**src/shared/visel_pkg.sv**
```systemverilog
// ==========================================================
// vector selector constants
package visel_pkg;
  localparam int          NVEC       = 32;
  localparam int          NLVL       = 8;
  localparam int          AW         = 12;
  localparam int          EVAL_STAGES = 3;
  // ==========================================================
  // register byte offsets
  localparam logic [11:0] OFS_ENABLE  = 12'h000;
  localparam logic [11:0] OFS_PENDING_FLAG    = 12'h004;
  localparam logic [11:0] OFS_SETPEND = 12'h008;
  localparam logic [11:0] OFS_POSTED  = 12'h00c;
  localparam logic [11:0] OFS_PRIO0   = 12'h010;
  localparam logic [11:0] OFS_SRCSEL0 = 12'h020;
  localparam logic [11:0] OFS_ACTIVE  = 12'h028;
  localparam logic [11:0] OFS_EVSTAT  = 12'h02c;
  localparam logic [11:0] OFS_EVMASK  = 12'h030;
  localparam logic [11:0] OFS_VADDR0  = 12'h080;
  // ==========================================================
  // field layout
  localparam int          PRIO_FW     = 4;
  localparam int          PRIO_PER_W  = 8;
  localparam int          SEL_FW      = 2;
  localparam int          SEL_PER_W   = 16;
  localparam int          EV_DISPATCH = 0;
  localparam int          EV_RETURN   = 1;
  localparam int          ACT_VEC_LSB = 0;
  localparam int          ACT_IRQ_BIT = 7;
  localparam int          ACT_LVL_LSB = 8;
  // ==========================================================
  // reset values and encodings
  localparam logic [31:0] RST_WORD    = 32'h0000_0000;
  localparam logic [31:0] FIXED_USED  = 32'hfbff_fffb;
  localparam logic [1:0]  RESP_OKAY   = 2'h0;
  localparam logic [1:0]  RESP_SLVERR = 2'h2;
  typedef enum logic [1:0] {
    SRC_FIXED = 2'h0,
    SRC_DMA   = 2'h1,
    SRC_LOGIC = 2'h2,
    SRC_NONE  = 2'h3
  } visel_src_t;
endpackage : visel_pkg

```
**src/shared/visel_arb_if.sv**
```systemverilog
`timescale 1ns/100ps
// ==========================================================
// posted vectors in, winner out
interface visel_arb_if;
  logic [31:0] posted;
  logic [95:0] prio;
  logic [3:0]  ceiling;
  logic        valid;
  logic [4:0]  vector;
  logic [2:0]  level;
  modport top_side (output posted, output prio, output ceiling,
                    input valid, input vector, input level);
  modport arb_side (input posted, input prio, input ceiling,
                    output valid, output vector, output level);
endinterface : visel_arb_if

```
**src/hw/visel_top.sv**
```systemverilog
`timescale 1ns/100ps
module visel_top (
  // clock and reset
  input  wire logic        aclk,
  input  wire logic        aresetn,
  // axi4-lite write address
  input  wire logic [11:0] s_axi_awaddr,
  input  wire logic        s_axi_awvalid,
  output logic             s_axi_awready,
  // axi4-lite write data
  input  wire logic [31:0] s_axi_wdata,
  input  wire logic [3:0]  s_axi_wstrb,
  input  wire logic        s_axi_wvalid,
  output logic             s_axi_wready,
  // axi4-lite write response
  output logic [1:0]       s_axi_bresp,
  output logic             s_axi_bvalid,
  input  wire logic        s_axi_bready,
  // axi4-lite read
  input  wire logic [11:0] s_axi_araddr,
  input  wire logic        s_axi_arvalid,
  output logic             s_axi_arready,
  output logic [31:0]      s_axi_rdata,
  output logic [1:0]       s_axi_rresp,
  output logic             s_axi_rvalid,
  input  wire logic        s_axi_rready,
  // interrupt sources
  input  wire logic [31:0] fixed_intr,
  input  wire logic [15:0] dma_term_out_low_group,
  input  wire logic [15:0] dma_term_out_high_group,
  input  wire logic [31:0] logic_array_intr,
  // core side
  output logic             core_irq,
  output logic [4:0]       core_vector,
  output logic [15:0]      core_isr_addr,
  input  wire logic        core_irq_acknowledge,
  input  wire logic        core_handler_return,
  // summary interrupt
  output logic             irq_out
);
  // ==========================================================
  // state
  logic [31:0] enable_reg;
  logic [31:0] pending_flag_reg;
  logic [31:0] posted_flag_reg;
  logic [31:0] src_prev_reg;
  logic [31:0] prio_reg [4];
  logic [31:0] srcsel_reg [2];
  logic [15:0] vaddr_reg [32];
  logic [7:0]  active_reg;
  logic [1:0]  evstat_reg;
  logic [1:0]  evmask_reg;
  logic [2:0]  stg_valid_reg;
  logic [4:0]  stg_vec_reg [3];
  logic [2:0]  stg_lvl_reg [3];
  logic [15:0] isr_addr_reg;
  logic        aw_held_reg;
  logic        w_held_reg;
  logic [11:0] aw_addr_reg;
  logic [31:0] w_data_reg;
  logic [3:0]  w_strb_reg;
  logic        bvalid_reg;
  logic [1:0]  bresp_reg;
  logic        rvalid_reg;
  logic [1:0]  rresp_reg;
  logic [31:0] rdata_reg;

  visel_arb_if arb_bus ();

  visel_arb u_arb (
    .arb (arb_bus.arb_side)
  );

  // ==========================================================
  // source selection
  logic [31:0] fixed_line;
  logic [31:0] dma_line;
  logic [31:0] src_line;
  logic [31:0] src_rise;
  logic [95:0] prio_flat;

  assign fixed_line = fixed_intr & visel_pkg::FIXED_USED;
  assign dma_line   = {dma_term_out_high_group, dma_term_out_low_group};

  generate
    for (genvar v = 0; v < visel_pkg::NVEC; v++) begin : g_vec
      logic [1:0] sel;
      assign sel = srcsel_reg[v / visel_pkg::SEL_PER_W]
                   [(v % visel_pkg::SEL_PER_W) * visel_pkg::SEL_FW +: 2];
      assign src_line[v] =
        (sel == visel_pkg::SRC_FIXED) ? fixed_line[v] :
        (sel == visel_pkg::SRC_DMA)   ? dma_line[v] :
        (sel == visel_pkg::SRC_LOGIC) ? logic_array_intr[v] :
        1'b0;
      assign prio_flat[v*3 +: 3] = prio_reg[v / visel_pkg::PRIO_PER_W]
                   [(v % visel_pkg::PRIO_PER_W) * visel_pkg::PRIO_FW +: 3];
    end
  endgenerate

  assign src_rise = src_line & ~src_prev_reg;

  // ==========================================================
  // nesting ceiling: highest active level blocks equal and lower
  logic [3:0] ceiling;
  logic [7:0] active_lowest;

  always_comb begin
    ceiling = 4'h8;
    for (int l = visel_pkg::NLVL - 1; l >= 0; l--) begin
      if (active_reg[l]) begin
        ceiling = 4'(l);
      end
    end
  end

  assign active_lowest = active_reg & (~active_reg + 8'h01);

  assign arb_bus.posted  = posted_flag_reg;
  assign arb_bus.prio    = prio_flat;
  assign arb_bus.ceiling = ceiling;

  // ==========================================================
  // core handshake
  logic        ack_take;
  logic [31:0] ack_clear;
  logic        hold_pipe;

  assign core_irq      = stg_valid_reg[2] & posted_flag_reg[stg_vec_reg[2]];
  assign core_vector   = stg_vec_reg[2];
  assign core_isr_addr = isr_addr_reg;
  assign ack_take      = core_irq_acknowledge & stg_valid_reg[2];
  assign ack_clear     = ack_take ? (32'h0000_0001 << stg_vec_reg[2]) : 32'h0000_0000;
  assign hold_pipe     = core_irq & ~core_irq_acknowledge;

  // ==========================================================
  // axi write decode
  logic        do_write;
  logic        w_vaddr;
  logic        w_mapped;
  logic [31:0] wmask;
  logic [31:0] wval;

  assign do_write = aw_held_reg & w_held_reg & ~bvalid_reg;
  assign wmask    = {{8{w_strb_reg[3]}}, {8{w_strb_reg[2]}},
                     {8{w_strb_reg[1]}}, {8{w_strb_reg[0]}}};
  assign wval     = w_data_reg & wmask;
  assign w_vaddr  = aw_addr_reg[11:7] == visel_pkg::OFS_VADDR0[11:7];
  assign w_mapped = w_vaddr || (aw_addr_reg <= visel_pkg::OFS_EVMASK);

  function automatic logic wr_at(input logic [11:0] ofs);
    wr_at = do_write && (aw_addr_reg[11:2] == ofs[11:2]);
  endfunction : wr_at

  logic [31:0] sw_pending_flag_clr;
  logic [31:0] sw_pending_flag_set;
  logic [1:0]  ev_clr;
  logic [1:0]  ev_set;

  assign sw_pending_flag_clr = wr_at(visel_pkg::OFS_PENDING_FLAG) ? wval : 32'h0000_0000;
  assign sw_pending_flag_set = wr_at(visel_pkg::OFS_SETPEND) ? wval : 32'h0000_0000;
  assign ev_clr      = wr_at(visel_pkg::OFS_EVSTAT) ? wval[1:0] : 2'h0;
  assign ev_set      = {core_handler_return, ack_take};

  // ==========================================================
  // axi handshakes
  assign s_axi_awready = ~aw_held_reg;
  assign s_axi_wready  = ~w_held_reg;
  assign s_axi_bvalid  = bvalid_reg;
  assign s_axi_bresp   = bresp_reg;
  assign s_axi_arready = ~rvalid_reg;
  assign s_axi_rvalid  = rvalid_reg;
  assign s_axi_rresp   = rresp_reg;
  assign s_axi_rdata   = rdata_reg;
  assign irq_out       = |(evstat_reg & evmask_reg);

  always_ff @(posedge aclk) begin
    if (!aresetn) begin
      aw_held_reg <= 1'b0;
      w_held_reg  <= 1'b0;
      bvalid_reg  <= 1'b0;
      bresp_reg   <= visel_pkg::RESP_OKAY;
      aw_addr_reg <= 12'h000;
      w_data_reg  <= visel_pkg::RST_WORD;
      w_strb_reg  <= 4'h0;
    end else begin
      if (s_axi_awvalid && !aw_held_reg) begin
        aw_held_reg <= 1'b1;
        aw_addr_reg <= s_axi_awaddr;
      end else if (do_write) begin
        aw_held_reg <= 1'b0;
      end
      if (s_axi_wvalid && !w_held_reg) begin
        w_held_reg <= 1'b1;
        w_data_reg <= s_axi_wdata;
        w_strb_reg <= s_axi_wstrb;
      end else if (do_write) begin
        w_held_reg <= 1'b0;
      end
      if (do_write) begin
        bvalid_reg <= 1'b1;
        bresp_reg  <= w_mapped ? visel_pkg::RESP_OKAY : visel_pkg::RESP_SLVERR;
      end else if (s_axi_bready) begin
        bvalid_reg <= 1'b0;
      end
    end
  end

  // ==========================================================
  // read mux
  logic [31:0] rd_word;
  logic        rd_ok;
  logic [11:0] ra;

  assign ra = s_axi_araddr;

  always_comb begin
    rd_ok   = 1'b1;
    rd_word = 32'h0000_0000;
    if (ra[11:7] == visel_pkg::OFS_VADDR0[11:7]) begin
      rd_word = {16'h0000, vaddr_reg[ra[6:2]]};
    end else begin
      case (ra[11:2])
        visel_pkg::OFS_ENABLE[11:2]:  rd_word = enable_reg;
        visel_pkg::OFS_PENDING_FLAG[11:2]:    rd_word = pending_flag_reg;
        visel_pkg::OFS_SETPEND[11:2]: rd_word = 32'h0000_0000;
        visel_pkg::OFS_POSTED[11:2]:  rd_word = posted_flag_reg;
        visel_pkg::OFS_PRIO0[11:2]:   rd_word = prio_reg[0];
        10'(visel_pkg::OFS_PRIO0[11:2] + 10'h1): rd_word = prio_reg[1];
        10'(visel_pkg::OFS_PRIO0[11:2] + 10'h2): rd_word = prio_reg[2];
        10'(visel_pkg::OFS_PRIO0[11:2] + 10'h3): rd_word = prio_reg[3];
        visel_pkg::OFS_SRCSEL0[11:2]: rd_word = srcsel_reg[0];
        10'(visel_pkg::OFS_SRCSEL0[11:2] + 10'h1): rd_word = srcsel_reg[1];
        visel_pkg::OFS_ACTIVE[11:2]:
          rd_word = {16'h0000, active_reg, core_irq, 2'h0, core_vector};
        visel_pkg::OFS_EVSTAT[11:2]:  rd_word = {30'h0, evstat_reg};
        visel_pkg::OFS_EVMASK[11:2]:  rd_word = {30'h0, evmask_reg};
        default:                      rd_ok = 1'b0;
      endcase
    end
  end

  always_ff @(posedge aclk) begin
    if (!aresetn) begin
      rvalid_reg <= 1'b0;
      rresp_reg  <= visel_pkg::RESP_OKAY;
      rdata_reg  <= visel_pkg::RST_WORD;
    end else if (s_axi_arvalid && !rvalid_reg) begin
      rvalid_reg <= 1'b1;
      rresp_reg  <= rd_ok ? visel_pkg::RESP_OKAY : visel_pkg::RESP_SLVERR;
      rdata_reg  <= rd_ok ? rd_word : 32'h0000_0000;
    end else if (s_axi_rready) begin
      rvalid_reg <= 1'b0;
    end
  end

  // ==========================================================
  // configuration registers
  always_ff @(posedge aclk) begin
    if (!aresetn) begin
      enable_reg <= visel_pkg::RST_WORD;
      evmask_reg <= 2'h0;
      for (int i = 0; i < 4; i++) prio_reg[i] <= visel_pkg::RST_WORD;
      for (int i = 0; i < 2; i++) srcsel_reg[i] <= visel_pkg::RST_WORD;
    end else begin
      if (wr_at(visel_pkg::OFS_ENABLE))
        enable_reg <= (enable_reg & ~wmask) | wval;
      if (wr_at(visel_pkg::OFS_EVMASK))
        evmask_reg <= (evmask_reg & ~wmask[1:0]) | wval[1:0];
      for (int i = 0; i < 4; i++)
        if (wr_at(12'(visel_pkg::OFS_PRIO0 + 12'(4 * i))))
          prio_reg[i] <= (prio_reg[i] & ~wmask) | wval;
      for (int i = 0; i < 2; i++)
        if (wr_at(12'(visel_pkg::OFS_SRCSEL0 + 12'(4 * i))))
          srcsel_reg[i] <= (srcsel_reg[i] & ~wmask) | wval;
    end
  end

  // handler address table, no reset needed for contents
  always_ff @(posedge aclk) begin
    if (do_write && w_vaddr)
      vaddr_reg[aw_addr_reg[6:2]] <= (vaddr_reg[aw_addr_reg[6:2]] & ~wmask[15:0]) | wval[15:0];
  end

  // ==========================================================
  // pending and posted flags; set wins over clear
  always_ff @(posedge aclk) begin
    if (!aresetn) begin
      src_prev_reg     <= 32'h0000_0000;
      pending_flag_reg <= 32'h0000_0000;
      posted_flag_reg  <= 32'h0000_0000;
      evstat_reg       <= 2'h0;
    end else begin
      src_prev_reg     <= src_line;
      pending_flag_reg <= (pending_flag_reg & ~ack_clear & ~sw_pending_flag_clr)
                          | src_rise | sw_pending_flag_set;
      posted_flag_reg  <= pending_flag_reg & enable_reg;
      evstat_reg       <= (evstat_reg & ~ev_clr) | ev_set;
    end
  end

  // ==========================================================
  // three-stage evaluation and nesting
  always_ff @(posedge aclk) begin
    if (!aresetn || ack_take) begin
      stg_valid_reg <= 3'h0;
      for (int i = 0; i < 3; i++) begin
        stg_vec_reg[i] <= 5'h00;
        stg_lvl_reg[i] <= 3'h0;
      end
      if (!aresetn) isr_addr_reg <= 16'h0000;
    end else if (!hold_pipe) begin
      stg_valid_reg  <= {stg_valid_reg[1:0], arb_bus.valid};
      stg_vec_reg[0] <= arb_bus.vector;
      stg_lvl_reg[0] <= arb_bus.level;
      for (int i = 1; i < 3; i++) begin
        stg_vec_reg[i] <= stg_vec_reg[i-1];
        stg_lvl_reg[i] <= stg_lvl_reg[i-1];
      end
      isr_addr_reg <= vaddr_reg[stg_vec_reg[1]];
    end
  end

  // core stacks counter and pops it on return; only the levels are tracked
  always_ff @(posedge aclk) begin
    if (!aresetn) begin
      active_reg <= 8'h00;
    end else begin
      active_reg <= (active_reg & ~(core_handler_return ? active_lowest : 8'h00))
                    | (ack_take ? (8'h01 << stg_lvl_reg[2]) : 8'h00);
    end
  end
endmodule : visel_top

```
**src/hw/visel_arb.sv**
```systemverilog
`timescale 1ns/100ps
// ==========================================================
// combinational priority pick
module visel_arb (
  // winner selection
  visel_arb_if.arb_side arb
);
  logic [4:0] best_vec;
  logic [2:0] best_lvl;
  logic       best_ok;

  always_comb begin
    best_vec = 5'h00;
    best_lvl = 3'h7;
    best_ok  = 1'b0;
    // descending scan with <= so the lower vector wins ties
    for (int v = visel_pkg::NVEC - 1; v >= 0; v--) begin
      if (arb.posted[v] && ({1'b0, arb.prio[v*3 +: 3]} < arb.ceiling) &&
          (!best_ok || arb.prio[v*3 +: 3] <= best_lvl)) begin
        best_ok  = 1'b1;
        best_vec = 5'(v);
        best_lvl = arb.prio[v*3 +: 3];
      end
    end
  end

  assign arb.valid  = best_ok;
  assign arb.vector = best_vec;
  assign arb.level  = best_lvl;
endmodule : visel_arb

```
**config.mk**
```make
export PLATFORM = sky130hd
export DESIGN_NAME = visel_top
export DESIGN_NICKNAME = d
export VERILOG_FILES = /design/src/shared/visel_pkg.sv /design/src/shared/visel_arb_if.sv /design/src/hw/visel_top.sv /design/src/hw/visel_arb.sv
export SDC_FILE = /design/constraint.sdc
export NUM_CORES = 2
export LEC_CHECK = 0
export ABC_CLOCK_PERIOD_IN_PS = 83900
export BUFFER_PORTS_ARGS = -buffer_cell sky130_fd_sc_hd__buf_4
export CAP_MARGIN = 20
export CORE_MARGIN = 1.5
export CORE_UTILIZATION = 40
export CTS_BUF_LIST = sky130_fd_sc_hd__clkbuf_16
export CTS_CLUSTER_DIAMETER = 200
export DETAILED_ROUTE_END_ITERATION = 10
export HOLD_SLACK_MARGIN = 0.02
export SYNTH_ARGS = -nofsm -noshare
export SYNTH_HDL_FRONTEND = slang
export SYNTH_HIERARCHICAL = 1
export SYNTH_SLANG_ARGS = --single-unit
```
**constraint.sdc**
```tcl
create_clock -name aclk -period 83.9 [get_ports aclk]
set_input_delay 4.195 -clock aclk [delete_from_list [all_inputs] [get_ports aclk]]
set_output_delay 4.195 -clock aclk [all_outputs]
set_load 0.01 [all_outputs]
```
==> run summary <==
Number of buffers and inverters on the critical path: 14. Critical path class: flop to flop. The count of pins over their slew limit came out at 0. Summed over all nets, the half-perimeter wirelength after detailed placement is 134 mm. The via count of the first global-routing pass was 39900. The count of buffers added by post-CTS timing repair for setup is 0. For this design, the slowest cell found on the critical path is sky130_fd_sc_hd__a31oi_1. The number of CTS-inserted buffers is 105. Summing the areas of all xor and xnor instances in the mapped netlist gives 0% of the synthesized area.

In this design, the largest share of critical-path delay is due to compound AO/OA/AOI/OAI gates. In this run the tightest slew margin relative to its limit is 18.7%. The worst register-to-register path has a depth of 255.

The area added between synthesis and finish was 13.8%. The pre-antenna-repair detailed-routing pass consisted of 8 iterations. The detailed router finished its first iteration with 5461 violations. The number of buffers inserted by hold repair at cts came out at 0. The final critical path takes up 61.1% of the cycle. From left edge to right edge, the die measures 377 um. The cell that appears most often on the critical path is sky130_fd_sc_hd__ha_1.

The synthesized netlist devotes 3.50% of its cell area to adder and majority cells. The TritonCTS sink count was 978; the worst hold slack was 452 ps. The number of antenna diodes in the final layout is 0. Summing all flip-flop and latch instances after layout gives 27000 sq um.

The cell area after technology mapping is 56100 sq um. Dividing the detail-routed wire length by the instance count gives 30.7 um. Summed over all failing endpoints, the final setup total negative slack is 0 ps. STA puts the critical path data arrival time at 51740 ps.

The number of rows created at floorplan is 137. Worst reg2reg path endpoint: stg_vec_reg[0][3]. 229 I/O pins were placed.

The register with the most flip-flops in the layout has 512 of them. Areal power density over the cells: 17.8 nW/um^2. Setup violations remaining at the end of the flow were counted as 0. Synthesis produced 4399 cells. The run gives 12500 as the fill cell total of the finished layout. The clock arrives with 77.0 ps of skew. The commonest cells after synthesis are sky130_fd_sc_hd__edfxtp_1 (744), sky130_fd_sc_hd__mux4_2 (486), sky130_fd_sc_hd__a21oi_1 (365).

Data on the critical path is required at its endpoint by 84360 ps. The clock reaches the later pin of the worst-skew pair after 750 ps. The number of different library cells used by synthesis comes to 102. After detailed routing, the number of vias per cell comes to 6.44. The register-to-register path setup slack is 32620 ps, and the effective utilization at floorplan is 40.2%.

Synthesis inferred 978 register bits. The tools report the residual overflow from global routing as 0. In the final layout, the share of cells above drive strength 1 is 25.3%. The clock root buffer is sky130_fd_sc_hd__clkbuf_16. Yosys printed 6 warnings. Entering global routing, the biggest net connects 98 pins. Die span in y: 377 um.

Across the VDD grid, the largest voltage drop is 0.0226 mV. In this run, post-CTS repair resized a total of 0 instances. The multiplexer share of the synthesized area came out at 22.6%. The largest total area in the synthesized netlist belongs to sky130_fd_sc_hd__edfxtp_1. The critical path ends at stg_vec_reg[0][3].

The tools report the startpoint of the lowest-slack register-to-register path as active_reg[6]. By area, the combinational part of the netlist is dominated by multiplexers. The top cell type by area accounts for 39.8% of the synthesized area. Max-cap violations in this run came to 0.

The final layout contains routed wiring with a total length of 200 mm. Subtracting the final worst setup slack from the clock period gives 51280 ps. After the last flow step, the layout net total stands at 4887. The multi-input combinational cells in the finished layout cover a total of 27500 sq um. The number of antenna violations at the first check in global routing was 6. In this run the worst setup path begins at active_reg[6]. For this run, the slowest stage of the critical path takes 620 ps.

The logs give 142000 sq um for the full die area and 0 for the number of routed nets with antenna violations. TritonCTS built the clock tree. In this run the number of cells on the critical path is 255. The longest clock path from root to sink contains 3 buffers.

The worst setup path is captured at a flop. At the end of routability-driven placement, the weighted congestion stood at 0.958. Fraction of synthesis flops using an asynchronous set or reset pin: 0%. Dividing the synthesized area by the synthesized cell count gives 12.7 sq um. The number of port buffers came out at 222. After synthesis, the cell types taking the most area are sky130_fd_sc_hd__edfxtp_1 (40%), sky130_fd_sc_hd__mux4_2 (20%), sky130_fd_sc_hd__dfxtp_1 (8.4%), sky130_fd_sc_hd__ha_1 (3.5%), sky130_fd_sc_hd__a21oi_1 (3.3%). The total area inside the core boundary comes to 139000 sq um. The tools report the sequential-to-total area share from yosys stat as 48.2%. Leakage dissipation: 22.1 nW. The flow ran to the end, and the final reports show no timing, DRC or antenna violations. Overall power consumption after layout is estimated at 0.00114 W. The tools report the number of levels in the clock H-tree as 3.

The run gives 19.5 MHz as the fmax. The run gives 284 mm as the wire length of the first global-routing pass. The run gives 42100 as the total vias in the final route.

At the pin with the least slew margin, the transition time is 1210 ps. For the final count of hold timing violations, the log shows 0. After Yosys synthesis, and, or, nand and nor cells account for 9.91% of the synthesized area.

The CTS clock-pin slew for the worst setup and hold paths works out to 60 ps. The worst setup path is launched from a flop. The run gives 27.6% as the aggregate global-route resource usage.

The class of the tightest hold or removal check was flop to flop. Setup repair after global routing left no endpoint under its margin. For the DRC violation count after routing, the log shows 0. The synthesized netlist devotes 12.6% of its cell area to compound gates. The number of synthesized flops with an enable pin works out to 744.

The most used flip-flop cell after synthesis is sky130_fd_sc_hd__edfxtp_1. Along the worst path, the maximum fanout reaches 18. sky130_fd_sc_hd__edfxtp_1 is the most common cell in the netlist.
-- tightest hold or removal path, cell delays in order, from the launching register on --
cell	delay, ps
sky130_fd_sc_hd__dfxtp_1	320
sky130_fd_sc_hd__nand2_1	40
sky130_fd_sc_hd__o21ai_0	50
-- layer usage --
layer / track usage, % / routed length, um
met3: 4.90 / 19300
met5: 0 / 26
met4: 13.7 / 11200
met2: 43.9 / 94100
met1: 36.4 / 75900
-- cell usage in the layout (no fill, tap or decap), types with 34 or more instances in the layout --
cell                        synthesis  final
sky130_fd_sc_hd__edfxtp_1         744    744
sky130_fd_sc_hd__mux4_2           486    486
sky130_fd_sc_hd__a21oi_1          365    365
sky130_fd_sc_hd__nand2_1          340    340
sky130_fd_sc_hd__buf_4             17    338
sky130_fd_sc_hd__dfxtp_1          234    227
sky130_fd_sc_hd__nand2b_1         207    207
sky130_fd_sc_hd__nor2_1           223    189
sky130_fd_sc_hd__o21ai_0          180    159
sky130_fd_sc_hd__ha_1             157    157
sky130_fd_sc_hd__inv_1            125    142
sky130_fd_sc_hd__mux2i_1          141    141
sky130_fd_sc_hd__clkbuf_16          0    107
sky130_fd_sc_hd__a31oi_1           70     70
sky130_fd_sc_hd__a22oi_1           62     62
sky130_fd_sc_hd__nor2b_1           60     55
sky130_fd_sc_hd__nand3_1           53     53
sky130_fd_sc_hd__a21o_1            51     51
sky130_fd_sc_hd__and3_1            44     44
sky130_fd_sc_hd__o221ai_1          39     39
sky130_fd_sc_hd__o22a_1            39     39
sky130_fd_sc_hd__and2_1            36     36
sky130_fd_sc_hd__nor2_2             2     34
-- where the power goes --
part / internal, W / switching (W) / total (W)
combinational: 0.0000413 / 0.0000580 / 0.0000993
clock: 0.000277 / 0.000210 / 0.000486
sequential: 0.000537 / 0.0000125 / 0.000549
total: 0.000855 / 0.000280 / 0.00114
-- through the flow --
stage	std cells	setup WS, ps	util (%)	cell area, sq um
floorplan	4400	41630	-	56100
global placement	6317	34410	43.0	60000
detailed placement	6318	33710	43.1	60000
CTS	6516	33550	45.6	63600
global route	6532	28480	45.8	63800
finish	6532	32620	45.8	63800
-- how the worst min path moves through the flow --
stage / from / endpoint / depth (start not counted)
after detailed placement: s_axi_rdata[27] / s_axi_rdata[27] / 2
after CTS: aw_addr_reg[0] / aw_addr_reg[0] / 2
after floorplan: aw_addr_reg[0] / aw_addr_reg[0] / 2
final: s_axi_rdata[27] / s_axi_rdata[27] / 2
after global placement: s_axi_rdata[21] / s_axi_rdata[21] / 2
after global routing: s_axi_rdata[27] / s_axi_rdata[27] / 2
-- layout make-up --
| type | count | area share, % |
|---|---|---|
| well taps | 1876 | 3.68 |
| multi-input cells | 2995 | 43.1 |
| clock buffers | 107 | 4.19 |
| flip-flops and latches | 978 | 42.4 |
| clock inverters | 91 | 1.45 |
| repair buffers | 358 | 4.46 |
| inverters | 127 | 0.755 |
-- cell families (layout without fill, tap and decap cells) --
| family | after synthesis | in the layout |
|---|---|---|
| other | 1 | 2 |
| buffers and inverters | 427 | 683 |
| adder cells (fa/ha/maj) | 157 | 157 |
| AND/OR/NAND/NOR | 1102 | 1102 |
| AO/OA/AOI/OAI | 1081 | 1081 |
| flip-flops | 978 | 978 |
| multiplexers | 653 | 653 |
Note: power is estimated with default switching activity, not from simulation.
